### src/logic/gpb_pkg.sv
package gpb_pkg;
    // Register byte offsets
    localparam logic [11:0] OFS_DATA_LAST = 12'h3fc;
    localparam logic [11:0] OFS_DIR = 12'h400;
    localparam logic [11:0] OFS_IS = 12'h404;
    localparam logic [11:0] OFS_IBE = 12'h408;
    localparam logic [11:0] OFS_IEV = 12'h40c;
    localparam logic [11:0] OFS_IM = 12'h410;
    localparam logic [11:0] OFS_RIS = 12'h414;
    localparam logic [11:0] OFS_MIS = 12'h418;
    localparam logic [11:0] OFS_ICR = 12'h41c;
    localparam logic [11:0] OFS_AFSEL = 12'h420;
    localparam logic [11:0] OFS_DR2R = 12'h500;
    localparam logic [11:0] OFS_DR4R = 12'h504;
    localparam logic [11:0] OFS_DR8R = 12'h508;
    localparam logic [11:0] OFS_ODR = 12'h50c;
    localparam logic [11:0] OFS_PUR = 12'h510;
    localparam logic [11:0] OFS_PDR = 12'h514;
    localparam logic [11:0] OFS_SLR = 12'h518;
    localparam logic [11:0] OFS_DEN = 12'h51c;
    localparam logic [11:0] OFS_IDENT_FIRST = 12'hfd0;
    // Address field that masks the data register
    localparam int DATA_MASK_LSB = 2;
    localparam int DATA_MASK_MSB = 9;
    // Reset values
    localparam logic [7:0] RST_ZERO = 8'h00;
    localparam logic [7:0] RST_DR2R = 8'hff;
    localparam logic [7:0] RST_PUR = 8'hff;
    localparam logic [7:0] RST_DEN = 8'hff;
    // Port B pin that doubles as the converter trigger
    localparam int ADC_TRIG_PIN = 4;
    // Identification bytes, 0xfd0 upward; values are arbitrary
    localparam logic [7:0] IDENT_VAL [12] = '{8'h00, 8'h00, 8'h00, 8'h00,
        8'h11, 8'h22, 8'h33, 8'h01, 8'h0a, 8'h5c, 8'h3e, 8'h7b};
    // AHB transfer type bit that marks an active transfer
    localparam int HTRANS_ACTIVE_BIT = 1;

    // Pad configuration carried to the pads as one bundle
    typedef struct packed {
        logic [7:0] drive_low_select;
        logic [7:0] drive_mid_select;
        logic [7:0] drive_high_select;
        logic [7:0] slew_control;
        logic [7:0] open_drain_select;
        logic [7:0] pull_up_select;
        logic [7:0] pull_down_select;
        logic [7:0] digital_input_enable;
    } gpb_pad_cfg_t;

    // Interrupt detection settings for the detector
    typedef struct packed {
        logic [7:0] irq_sense_select;
        logic [7:0] irq_both_edges;
        logic [7:0] irq_event_polarity;
    } gpb_irq_cfg_t;
endpackage

### src/logic/gpb_irq_detect.sv
`timescale 1ns/1ps
`default_nettype none
// Per-pin edge/level detector with a sticky edge latch
module gpb_irq_detect #(
    parameter int WIDTH = 8
) (
    input wire logic hclk,
    input wire logic hresetn,
    input wire logic [WIDTH-1:0] level_in,
    input wire gpb_pkg::gpb_irq_cfg_t cfg,
    input wire logic [WIDTH-1:0] clear,
    output logic [WIDTH-1:0] raw_status
);
    // Previous synchronised level
    logic [WIDTH-1:0] prev_reg;
    // Latched edge events
    logic [WIDTH-1:0] edge_reg;
    logic [WIDTH-1:0] edge_next;
    // Edge decoding
    wire [WIDTH-1:0] rise = level_in & ~prev_reg;
    wire [WIDTH-1:0] fall = ~level_in & prev_reg;
    // Polarity picks one edge unless both edges are enabled
    wire [WIDTH-1:0] one_edge = (cfg.irq_event_polarity & rise) | (~cfg.irq_event_polarity & fall);
    wire [WIDTH-1:0] edge_hit = (cfg.irq_both_edges & (rise | fall)) | (~cfg.irq_both_edges & one_edge);
    // Level match follows polarity; levels are never latched
    wire [WIDTH-1:0] level_hit = ~(level_in ^ cfg.irq_event_polarity);
    // Edge-selected pins use the latch
    wire [WIDTH-1:0] edge_mode = ~cfg.irq_sense_select;

    // New edge wins over a clear in the same cycle; latch empties in level mode
    assign edge_next = ((edge_reg & ~clear) | edge_hit) & edge_mode;

    // Edge history and latch
    always_ff @(posedge hclk or negedge hresetn) begin
        if (!hresetn) begin
            prev_reg <= '0;
            edge_reg <= '0;
        end else begin
            prev_reg <= level_in;
            edge_reg <= edge_next;
        end
    end

    // Raw status chooses latch or live level per pin
    assign raw_status = (edge_reg & edge_mode) | (level_hit & cfg.irq_sense_select);
endmodule
`default_nettype wire

### src/logic/gpb_sync.sv
`timescale 1ns/1ps
`default_nettype none
// Two-flop synchroniser for pin levels
module gpb_sync #(
    parameter int WIDTH = 8
) (
    input wire logic hclk,
    input wire logic hresetn,
    input wire logic [WIDTH-1:0] async_in,
    output logic [WIDTH-1:0] sync_out
);
    // First stage, read only by the second stage
    logic [WIDTH-1:0] meta_reg;

    // Both stages reset low
    always_ff @(posedge hclk or negedge hresetn) begin
        if (!hresetn) begin
            meta_reg <= '0;
            sync_out <= '0;
        end else begin
            meta_reg <= async_in;
            sync_out <= meta_reg;
        end
    end
endmodule
`default_nettype wire

### src/logic/gpb_top.sv
// Added by the designer: the register offsets and the AHB-Lite register port.
`timescale 1ns/1ps
`default_nettype none
module gpb_top #(
    parameter logic [7:0] AFSEL_RESET = 8'h00, // Debug pins of this port
    parameter bit ADC_TRIG_EN = 1'b0 // Set on port B only
) (
    input wire logic hclk,
    input wire logic hresetn,
    // AHB-Lite slave, single word transfers
    input wire logic hsel,
    input wire logic [31:0] haddr,
    input wire logic [1:0] htrans,
    input wire logic hwrite,
    input wire logic [2:0] hsize,
    input wire logic hready,
    input wire logic [31:0] hwdata,
    output logic [31:0] hrdata,
    output logic hreadyout,
    output logic hresp,
    // Pad side: levels in, drive and enable out
    input wire logic [7:0] pin_in,
    output logic [7:0] pin_out,
    output logic [7:0] pin_oe,
    // Peripheral that owns pins with alternate select set
    input wire logic [7:0] alt_out,
    input wire logic [7:0] alt_oe,
    output logic [7:0] alt_in,
    output var gpb_pkg::gpb_pad_cfg_t pad_cfg,
    // Towards the interrupt controller and the converter
    output logic port_irq,
    output logic adc_trigger
);
    // Control registers
    logic [7:0] port_data_reg;
    logic [7:0] pin_direction_reg;
    logic [7:0] alt_function_select_reg;
    logic [7:0] irq_mask_reg;
    gpb_pkg::gpb_irq_cfg_t irq_cfg_reg;
    gpb_pkg::gpb_pad_cfg_t pad_reg;
    // Bus data-phase state
    logic wr_pend_reg;
    logic rd_pend_reg;
    logic [11:0] addr_reg;
    // Synchronised pin levels
    logic [7:0] pin_sync;
    // Interrupt status
    logic [7:0] irq_raw_status;
    logic [7:0] irq_clear;
    // Combinational next values
    logic [7:0] port_data_next;
    logic [31:0] rdata_next;

    // Byte-lane to 8-bit data, upper bits ignored
    function automatic logic [7:0] wbyte(input logic [31:0] d);
        return d[7:0];
    endfunction

    // Offset match for one register
    function automatic logic hit(input logic [11:0] a, input logic [11:0] ofs);
        return a == ofs;
    endfunction

    // Address phase acceptance
    // hready low means a stalled data phase; nothing new is taken
    wire addr_phase = hsel & htrans[gpb_pkg::HTRANS_ACTIVE_BIT] & hready;
    wire take_wr = addr_phase & hwrite;
    wire take_rd = addr_phase & ~hwrite;

    // Data-phase decode from the registered address
    wire sel_data = addr_reg <= gpb_pkg::OFS_DATA_LAST;
    wire [7:0] addr_mask = addr_reg[gpb_pkg::DATA_MASK_MSB:gpb_pkg::DATA_MASK_LSB];
    wire sel_ident = addr_reg >= gpb_pkg::OFS_IDENT_FIRST;
    // Identification bytes count up one word each from the first identity offset
    wire [3:0] ident_idx = 4'(addr_reg[5:2] - 4'h4);
    wire [7:0] wdat = wbyte(hwdata);

    // Write strobes per register
    wire wr_data = wr_pend_reg & sel_data;
    wire wr_dir = wr_pend_reg & hit(addr_reg, gpb_pkg::OFS_DIR);
    // Interrupt detection, mask and clear; alternate select
    wire wr_is = wr_pend_reg & hit(addr_reg, gpb_pkg::OFS_IS);
    wire wr_ibe = wr_pend_reg & hit(addr_reg, gpb_pkg::OFS_IBE);
    wire wr_iev = wr_pend_reg & hit(addr_reg, gpb_pkg::OFS_IEV);
    wire wr_im = wr_pend_reg & hit(addr_reg, gpb_pkg::OFS_IM);
    wire wr_icr = wr_pend_reg & hit(addr_reg, gpb_pkg::OFS_ICR);
    wire wr_afsel = wr_pend_reg & hit(addr_reg, gpb_pkg::OFS_AFSEL);
    // Pad configuration
    wire wr_dr2 = wr_pend_reg & hit(addr_reg, gpb_pkg::OFS_DR2R);
    wire wr_dr4 = wr_pend_reg & hit(addr_reg, gpb_pkg::OFS_DR4R);
    wire wr_dr8 = wr_pend_reg & hit(addr_reg, gpb_pkg::OFS_DR8R);
    wire wr_odr = wr_pend_reg & hit(addr_reg, gpb_pkg::OFS_ODR);
    wire wr_pur = wr_pend_reg & hit(addr_reg, gpb_pkg::OFS_PUR);
    wire wr_pdr = wr_pend_reg & hit(addr_reg, gpb_pkg::OFS_PDR);
    wire wr_slr = wr_pend_reg & hit(addr_reg, gpb_pkg::OFS_SLR);
    wire wr_den = wr_pend_reg & hit(addr_reg, gpb_pkg::OFS_DEN);

    // Inputs only count where the digital input path is on
    wire [7:0] pin_level = pin_sync & pad_reg.digital_input_enable;
    // Masked status for read-back and the port line
    wire [7:0] irq_masked_status = irq_raw_status & irq_mask_reg;

    // Pin levels are resynchronised before any use
    // Two cycles of input delay buy metastability safety
    gpb_sync #(
        .WIDTH(8)
    ) u_sync (
        .hclk(hclk),
        .hresetn(hresetn),
        .async_in(pin_in),
        .sync_out(pin_sync)
    );

    // Write-one clear, only during an interrupt clear write
    // A zero bit leaves its latch alone
    assign irq_clear = wr_icr ? wdat : 8'h00;

    // Edge and level detection per pin
    gpb_irq_detect #(
        .WIDTH(8)
    ) u_irq (
        .hclk(hclk),
        .hresetn(hresetn),
        .level_in(pin_level),
        .cfg(irq_cfg_reg),
        .clear(irq_clear),
        .raw_status(irq_raw_status)
    );

    // Data register: inputs follow the pin, outputs take masked writes
    always_comb begin
        port_data_next = (port_data_reg & pin_direction_reg) | (pin_level & ~pin_direction_reg);
        if (wr_data) begin
            // Only bits both address-selected and outputs change
            port_data_next = (port_data_next & ~(addr_mask & pin_direction_reg))
                | (wdat & addr_mask & pin_direction_reg);
        end
    end

    // Bus slave: writes zero-wait, reads take one wait state
    // so that a read right after a write sees the new value
    always_ff @(posedge hclk or negedge hresetn) begin
        if (!hresetn) begin
            wr_pend_reg <= 1'b0;
            rd_pend_reg <= 1'b0;
            addr_reg <= 12'h000;
            hreadyout <= 1'b1;
            hresp <= 1'b0;
        end else begin
            wr_pend_reg <= take_wr;
            rd_pend_reg <= take_rd;
            // Every transfer ends OKAY; nothing is refused
            hresp <= 1'b0;
            if (addr_phase) begin
                addr_reg <= haddr[11:0];
            end
            // Stall the read data phase for one cycle
            hreadyout <= ~take_rd;
        end
    end

    // Read mux over the registered address
    always_comb begin
        rdata_next = 32'h0000_0000;
        // All 256 data aliases share one decode
        if (sel_data) begin
            rdata_next[7:0] = port_data_reg & addr_mask;
        end else if (sel_ident) begin
            rdata_next[7:0] = gpb_pkg::IDENT_VAL[ident_idx];
        end else begin
            unique case (addr_reg)
                gpb_pkg::OFS_DIR: rdata_next[7:0] = pin_direction_reg;
                gpb_pkg::OFS_IS: rdata_next[7:0] = irq_cfg_reg.irq_sense_select;
                gpb_pkg::OFS_IBE: rdata_next[7:0] = irq_cfg_reg.irq_both_edges;
                gpb_pkg::OFS_IEV: rdata_next[7:0] = irq_cfg_reg.irq_event_polarity;
                gpb_pkg::OFS_IM: rdata_next[7:0] = irq_mask_reg;
                gpb_pkg::OFS_RIS: rdata_next[7:0] = irq_raw_status;
                gpb_pkg::OFS_MIS: rdata_next[7:0] = irq_masked_status;
                gpb_pkg::OFS_AFSEL: rdata_next[7:0] = alt_function_select_reg;
                gpb_pkg::OFS_DR2R: rdata_next[7:0] = pad_reg.drive_low_select;
                gpb_pkg::OFS_DR4R: rdata_next[7:0] = pad_reg.drive_mid_select;
                gpb_pkg::OFS_DR8R: rdata_next[7:0] = pad_reg.drive_high_select;
                gpb_pkg::OFS_ODR: rdata_next[7:0] = pad_reg.open_drain_select;
                gpb_pkg::OFS_PUR: rdata_next[7:0] = pad_reg.pull_up_select;
                gpb_pkg::OFS_PDR: rdata_next[7:0] = pad_reg.pull_down_select;
                gpb_pkg::OFS_SLR: rdata_next[7:0] = pad_reg.slew_control;
                gpb_pkg::OFS_DEN: rdata_next[7:0] = pad_reg.digital_input_enable;
                // Clear register and unmapped words read as zero
                default: rdata_next = 32'h0000_0000;
            endcase
        end
    end

    // Read data loaded in the stalled cycle
    // Held between reads so the master may sample late
    always_ff @(posedge hclk or negedge hresetn) begin
        if (!hresetn) begin
            hrdata <= 32'h0000_0000;
        end else if (rd_pend_reg) begin
            hrdata <= rdata_next;
        end
    end

    // Data, direction and alternate select; any reset returns defaults
    always_ff @(posedge hclk or negedge hresetn) begin
        if (!hresetn) begin
            port_data_reg <= gpb_pkg::RST_ZERO;
            pin_direction_reg <= gpb_pkg::RST_ZERO;
            alt_function_select_reg <= AFSEL_RESET;
        end else begin
            // A pin turned to output first drives its last sampled level
            port_data_reg <= port_data_next;
            if (wr_dir) begin
                pin_direction_reg <= wdat;
            end
            if (wr_afsel) begin
                alt_function_select_reg <= wdat;
            end
        end
    end

    // Interrupt configuration and mask
    always_ff @(posedge hclk or negedge hresetn) begin
        if (!hresetn) begin
            irq_cfg_reg <= '0;
            irq_mask_reg <= gpb_pkg::RST_ZERO;
        end else begin
            // Changing these with the mask open can raise a false event
            if (wr_is) begin
                irq_cfg_reg.irq_sense_select <= wdat;
            end
            if (wr_ibe) begin
                irq_cfg_reg.irq_both_edges <= wdat;
            end
            if (wr_iev) begin
                irq_cfg_reg.irq_event_polarity <= wdat;
            end
            if (wr_im) begin
                irq_mask_reg <= wdat;
            end
        end
    end

    // Pad configuration; a drive select set in one strength
    // register clears that bit in the other two
    always_ff @(posedge hclk or negedge hresetn) begin
        if (!hresetn) begin
            pad_reg <= '0;
            pad_reg.drive_low_select <= gpb_pkg::RST_DR2R;
            pad_reg.pull_up_select <= gpb_pkg::RST_PUR;
            pad_reg.digital_input_enable <= gpb_pkg::RST_DEN;
        end else begin
            if (wr_dr2) begin
                pad_reg.drive_low_select <= wdat;
                pad_reg.drive_mid_select <= pad_reg.drive_mid_select & ~wdat;
                pad_reg.drive_high_select <= pad_reg.drive_high_select & ~wdat;
            end
            if (wr_dr4) begin
                pad_reg.drive_mid_select <= wdat;
                pad_reg.drive_low_select <= pad_reg.drive_low_select & ~wdat;
                pad_reg.drive_high_select <= pad_reg.drive_high_select & ~wdat;
            end
            if (wr_dr8) begin
                pad_reg.drive_high_select <= wdat;
                pad_reg.drive_low_select <= pad_reg.drive_low_select & ~wdat;
                pad_reg.drive_mid_select <= pad_reg.drive_mid_select & ~wdat;
            end
            if (wr_odr) begin
                pad_reg.open_drain_select <= wdat;
            end
            if (wr_pur) begin
                pad_reg.pull_up_select <= wdat;
            end
            if (wr_pdr) begin
                pad_reg.pull_down_select <= wdat;
            end
            // Slew control only matters on the strongest drive
            if (wr_slr) begin
                pad_reg.slew_control <= wdat;
            end
            if (wr_den) begin
                pad_reg.digital_input_enable <= wdat;
            end
        end
    end

    // Pin drive: peripheral or software; open drain only pulls low on software-driven pins
    always_ff @(posedge hclk or negedge hresetn) begin
        if (!hresetn) begin
            pin_out <= 8'h00;
            pin_oe <= 8'h00;
            alt_in <= 8'h00;
            pad_cfg <= '0;
        end else begin
            // Registered so every pad signal leaves a flip-flop
            pin_out <= (alt_function_select_reg & alt_out)
                | (~alt_function_select_reg & port_data_reg);
            pin_oe <= (alt_function_select_reg & alt_oe)
                | (~alt_function_select_reg & pin_direction_reg
                & ~(pad_reg.open_drain_select & port_data_reg));
            alt_in <= pin_level;
            pad_cfg <= pad_reg;
        end
    end

    // Port interrupt and converter trigger
    always_ff @(posedge hclk or negedge hresetn) begin
        if (!hresetn) begin
            port_irq <= 1'b0;
            adc_trigger <= 1'b0;
        end else begin
            port_irq <= |irq_masked_status;
            // Trigger needs the pin 4 mask bit set, like the port line
            adc_trigger <= ADC_TRIG_EN & irq_masked_status[gpb_pkg::ADC_TRIG_PIN];
        end
    end
endmodule
`default_nettype wire

### config.mk
export PLATFORM = sky130hd
export DESIGN_NAME = gpb_top
export DESIGN_NICKNAME = d
export VERILOG_FILES = /design/src/logic/gpb_pkg.sv /design/src/logic/gpb_irq_detect.sv /design/src/logic/gpb_sync.sv /design/src/logic/gpb_top.sv
export SDC_FILE = /design/constraint.sdc
export NUM_CORES = 1
export LEC_CHECK = 0
export BUFFER_PORTS_ARGS = -buffer_cell sky130_fd_sc_hd__clkbuf_2
export CAP_MARGIN = 20
export CELL_PAD_IN_SITES_DETAIL_PLACEMENT = 1
export CELL_PAD_IN_SITES_GLOBAL_PLACEMENT = 1
export CORE_MARGIN = 2
export CORE_UTILIZATION = 36
export CTS_CLUSTER_SIZE = 12
export DETAILED_ROUTE_END_ITERATION = 8
export PLACE_DENSITY_LB_ADDON = 0.1
export SLEW_MARGIN = 20
export SYNTH_ARGS = -nofsm -noshare
export SYNTH_HDL_FRONTEND = slang
export SYNTH_HIERARCHICAL = 1
export SYNTH_SLANG_ARGS = --single-unit
### constraint.sdc
create_clock -name hclk -period 6 [get_ports hclk]
set_input_delay 0.6 -clock hclk [delete_from_list [all_inputs] [get_ports hclk]]
set_output_delay 0.6 -clock hclk [all_outputs]
set_load 0.05 [all_outputs]
## Yosys cells after proc, flatten, opt, wreduce, memory -nomap -nowiden

Memory sizes are Yosys's and may differ from the RTL's.
Cells that the tools add are included.
W data, S select, Z words.

- Bits of input ports: 98
- Flip-flop bits (word level): 256
- ROM bits: 128
- Word-level logic and storage cells: 142
- Memories kept: 1
- Output and inout bits: 124

- Order comparisons: 3
- Bitwise logic cells: 73
- Equality and inequality tests: 17
- Multiplexer cells: 10
- Reduce and logical (&&, ||, !) cells: 2
- Add/subtract/negate cells: 1

Memory list:

| memory | depth | width | read ports | clocked after Yosys merged registers in | write ports | line | source |
|---|---|---|---|---|---|---|---|
| (name not given) | 16 | 8 | 1 | 0 | 0 | gpb_top.sv:169 | `rdata_next[7:0] = gpb_pkg::IDENT_VAL[ident_idx];` |

Operators with widths:

| cell | count |
|---|---|
| $and A8 B8 Y8 | 28 |
| $eq A12 B11 Y1 const B | 17 |
| $pmux W8 S16 | 1 |
| $not A8 Y8 | 12 |
| $mux W24 | 3 |
| $or A8 B8 Y8 | 9 |
| $mux W8 | 6 |
| $and A1 B1 Y1 | 20 |
| $ge A12 B12 Y1 const B | 1 |
| $le A12 B10 Y1 const B | 1 |
| $reduce_or A8 Y1 | 1 |
| $xor A8 B8 Y8 | 1 |
| $ge A5 B5 Y1 const B | 1 |
| $not A4 Y5 | 1 |
| $sub A4 B3 Y4 const B | 1 |
| $reduce_bool A3 Y1 | 1 |
| $not A1 Y1 | 2 |

## Logic depth before layout (Yosys ltp)

- Word-level depth: 9
- Gate-level depth with buffers: 10
- Mapped depth without buffers: 8

## Modules after synthesis

Netlist, hierarchy kept.

Modules (own cells, without submodules):

| module | area an instance (um^2) | cells each | times used |
|---|---|---|---|
| gpb_top | 10248.6 | 843 | 1 |
| gpb_irq_detect | 1131.1 | 104 | 1 |
| gpb_sync | 400.4 | 16 | 1 |

## Least setup slack after synthesis

No wires, ideal clock.

- Path type: register -> register
- Start point: register addr_reg[2]
- End point: register hrdata[5]
- Stages on the path, launching flop included: 9
- Path slack: 3.922 ns
- Arrival time: 1.954 ns
- Data required time: 5.876 ns
- Library setup time: 0.124 ns
- Period minus slack after synthesis: 2.078 ns
- Cell sequence: dfrtp_1 -> inv_1 -> ha_1 -> clkbuf_1 -> nor4bb_1 -> o2111ai_2 -> o211ai_1 -> a2111o_1 -> o31a_1

- Word-level cells in the longest chain between the ends: 7
- Elaborated cells on any way between the ends: 26

Ends and longest elaborated chain:

| element | line | source |
|---|---|---|
| start, declared | gpb_top.sv:44 | `logic [11:0] addr_reg;` |
| start signal, assigned | gpb_top.sv:155 | `addr_reg <= haddr[11:0];` |
| $sub A4 B3 Y4 | gpb_top.sv:75 | `wire [3:0] ident_idx = 4'(addr_reg[5:2] - 4'h4);` |
| $not A4 Y5 (not written as such) | gpb_top.sv:169 |  |
| $mem_v2 Z16 W8 | - |  |
| $mux W8 (not written as such) (2 in a row) | gpb_top.sv:169 |  |
| $mux W8 | gpb_top.sv:168 | `end else if (sel_ident) begin` |
| $mux W8 * | gpb_top.sv:166 | `if (sel_data) begin` |
| end signal, assigned | gpb_top.sv:200 | `hrdata <= rdata_next;` |
| end, declared | gpb_top.sv:18 | `output logic [31:0] hrdata,` |

Mark *: on every way between the ends. The rest lies on a longest branch, timed or not. The select of a mux whose other input is x is not followed.
A chain may end at the register's enable or synchronous reset.

## Worst setup path after layout

- Start point: register addr_reg[8]
- End point: register irq_cfg_reg[5] in the netlist's numbering

- Word-level cells in the longest chain between the ends: 2

Ends and longest elaborated chain:

| element | line | source |
|---|---|---|
| $eq A12 B11 Y1 | gpb_top.sv:61 | `return a == ofs;` |
| $and A1 B1 Y1 | gpb_top.sv:84 | `wire wr_iev = wr_pend_reg & hit(addr_reg, gpb_pkg::OFS_IEV);` |
| end, declared | gpb_top.sv:39 | `gpb_pkg::gpb_irq_cfg_t irq_cfg_reg;` |

Every way passes these cells.

==> impl_metrics.env <==
export IMPL_r2r_end="irq_cfg_reg[5]"
export IMPL_synth_mux_area_share_pct=13.3
export IMPL_drive_above_1_share_pct=34.8
export IMPL_die_y_um=185
export IMPL_end_kind="flip-flop"
export IMPL_drt_iter0_drc=506
export IMPL_die_x_um=185
export IMPL_vdd_ir_drop_max_mv=0.205
export IMPL_pre_cts_slack_ns=2.77
export IMPL_post_route_period_util_pct=55.0
export IMPL_grt_pass1_wl_um=56600
export IMPL_synth_top_area_share_pct=50.8
export IMPL_antenna_found_initial=0
export IMPL_rows=66
export IMPL_port_buffers=147
export IMPL_synth_cell_types=79
export IMPL_fmaxAchievable_mhz=303
export IMPL_finalSetupViolCount=0
export IMPL_drv_cap=0
export IMPL_synthSimpleGateAreaFrac_pct=11.3
export IMPL_place_gp_congestion=0.861
export IMPL_route_detailed_drc=0
export IMPL_fin_setup_tns_ns=0
export IMPL_grt_max_degree=123
export IMPL_num_vias=8364
export IMPL_dpl_hpwl_um=25200
export IMPL_async_flop_share_pct=100
export IMPL_rsz0062_at_grt="no"
export IMPL_wl_per_cell_um=24.5
export IMPL_start_util_pct=36.4
export IMPL_path_max_fanout=38
export IMPL_core_um2=32400
export IMPL_synth_xor_area_share_pct=0.595
export IMPL_reg2reg_depth=5
export IMPL_final_max_slew_viol_count=0
export IMPL_cts_resized=0
export IMPL_drt_pass1_iter_count=5
export IMPL_p_total_w=0.00472
export IMPL_yosys_area_top_type="dfrtp_1"
export IMPL_wl_um=38200
export IMPL_worstPathRequired_ns=6.44
export IMPL_leakagePower_nw=6.33
export IMPL_area_growth_pct=17.6
export IMPL_via_per_inst=5.35
export IMPL_regToRegStartpoint="addr_reg[8]"
export IMPL_finClkSkew_ns=0.00628
export IMPL_hold_viol=0
export IMPL_overflow=0
export IMPL_grt_use_total_pct=22.5
export IMPL_clkTransAtPathRegs_ns=0.06
export IMPL_fin_crit_ns=3.30
export IMPL_cts_root_buf="clkbuf_16"
export IMPL_die_area_um2=34200
export IMPL_hold_buffers=0
export IMPL_ioPinCount=222
export IMPL_first_global_vias=8483
export IMPL_final_common_cell="dfrtp_1"
export IMPL_synth_top_family_by_area="multiplexers"
export IMPL_worst_pin_slew_ns=0.972
export IMPL_setup_ws_ns=2.70
export IMPL_antennaDiodeCount=0
export IMPL_final_cell_area_um2=13800
export IMPL_clock_path_buffers=3
export IMPL_cts_max_level=1
export IMPL_ys_seq_area_share_pct=56.3
export IMPL_insertion_delay_ns=0.56
export IMPL_worstSetupStartpointType="flip-flop"
export IMPL_powerDensity_nw_per_um2=341
export IMPL_r2r_setup_slack_ns=2.70
export IMPL_ys_warn_count=6
export IMPL_synth_seq_cells=264
export IMPL_synth_fa_ha_area_share_pct=2.76
export IMPL_syn_area_per_cell_um2=12.2
export IMPL_crit_arrival_ns=3.74
export IMPL_path_class="flip-flop to flip-flop"
export IMPL_synth_compound_area_share_pct=10.5
export IMPL_numCtsBuffers=30
export IMPL_cts_tree="yes"
export IMPL_finish_utilization_pct=42.8
export IMPL_status="finished, final reports clean"
export IMPL_layout_common_cells="239 x dfrtp_1, 146 x clkbuf_2, 118 x mux2_2"
export IMPL_syn_inst=963
export IMPL_synthTopCellsByArea="dfrtp_1 51%, mux2_2 11%, dfstp_2 5.6%"
export IMPL_hold_path_class="input pin to async pin"
export IMPL_cts_sinks=264
export IMPL_placed_cell_area_um2=12800
export IMPL_synth_edf_count=0
export IMPL_antenna_left=0
export IMPL_nets=1220
export IMPL_postCtsSetupBuffers=0
export IMPL_synth_main_ff_cell="dfrtp_1"
export IMPL_netlist_area_um2=11800
export IMPL_slew_headroom_pct=35.2
-- power breakdown --
group | internal (W) | switching (W) | total, W
sequential | 0.00189 | 0.000127 | 0.00202
combinational | 0.000207 | 0.000502 | 0.000709
clock | 0.00124 | 0.000745 | 0.00199
-- synthesized netlist by cell type, drive strengths merged (8+ instances only) --
| cell | instances |
|---|---|
| dfrtp | 239 |
| mux2 | 127 |
| nand2 | 103 |
| buf | 57 |
| nand3 | 41 |
| o21ai | 40 |
| a21oi | 29 |
| clkbuf | 26 |
| ha | 26 |
| dfstp | 25 |
| inv | 25 |
| and3 | 21 |
| nor2 | 20 |
| o211ai | 17 |
| and2 | 16 |
| a22oi | 13 |
| mux2i | 11 |
| nand2b | 9 |
| a31oi | 8 |
| xnor2 | 8 |
-- cell families (layout without fill, tap and decap cells) --
group           count (synthesis)  count (layout)
compound gates                171             171
simple gates                  246             246
xor+xnor                        8               8
buf+inv                       109             241
other cells                     1              26
flops                         264             264
fa+ha+maj                      26              26
mux                           138             138
-- routing by layer --
| metal | vias up | wire length, um | track usage [%] |
|---|---|---|---|
| li1 | 3657 | - | - |
| met1 | 4333 | 17700 | 32.9 |
| met2 | 307 | 17000 | 34.1 |
| met3 | 67 | 2480 | 3.85 |
| met4 | 0 | 1120 | 6.98 |
| met5 | - | 0 | 0 |
-- critical path, cell delays in order, from the launching register on --
cell and delay [ns]:
dfrtp_1 0.36, buf_4 0.28, nor4b_4 0.68, and2_1 0.87, nand2_2 0.53, mux2_2 0.43
-- stage by stage --
step / hold WS [ns] / instances
6_report: 0.00519 / 1562
3_5_place_dp: 0.338 / 1506
2_1_floorplan: 0.304 / 988
5_1_grt: 0.0372 / 1562
3_3_place_gp: 0.334 / 1506
4_1_cts: 0.0137 / 1562
-- how the worst max path moves through the flow --
stage	to	start	slack [ns]	depth (start not counted)
finish	irq_cfg_reg[5]	addr_reg[8]	2.70	5
floorplan	hrdata[5]	addr_reg[2]	3.92	8
detailed placement	irq_cfg_reg[5]	addr_reg[8]	2.77	5
global placement	irq_cfg_reg[7]	addr_reg[8]	2.77	5
global route	irq_cfg_reg[1]	addr_reg[8]	2.64	5
CTS	irq_cfg_reg[5]	addr_reg[8]	2.76	5
-- cell type report --
class | instances | area (um^2)
clock buffers | 46 | 902
clock inverters | 10 | 180
fillers | 3474 | 18500
inverters | 26 | 97.6
multi-input cells | 615 | 4630
flip-flops and latches | 264 | 6640
well taps | 442 | 553
repair buffers | 159 | 848
No activity file was read; power rests on OpenSTA's default activity.
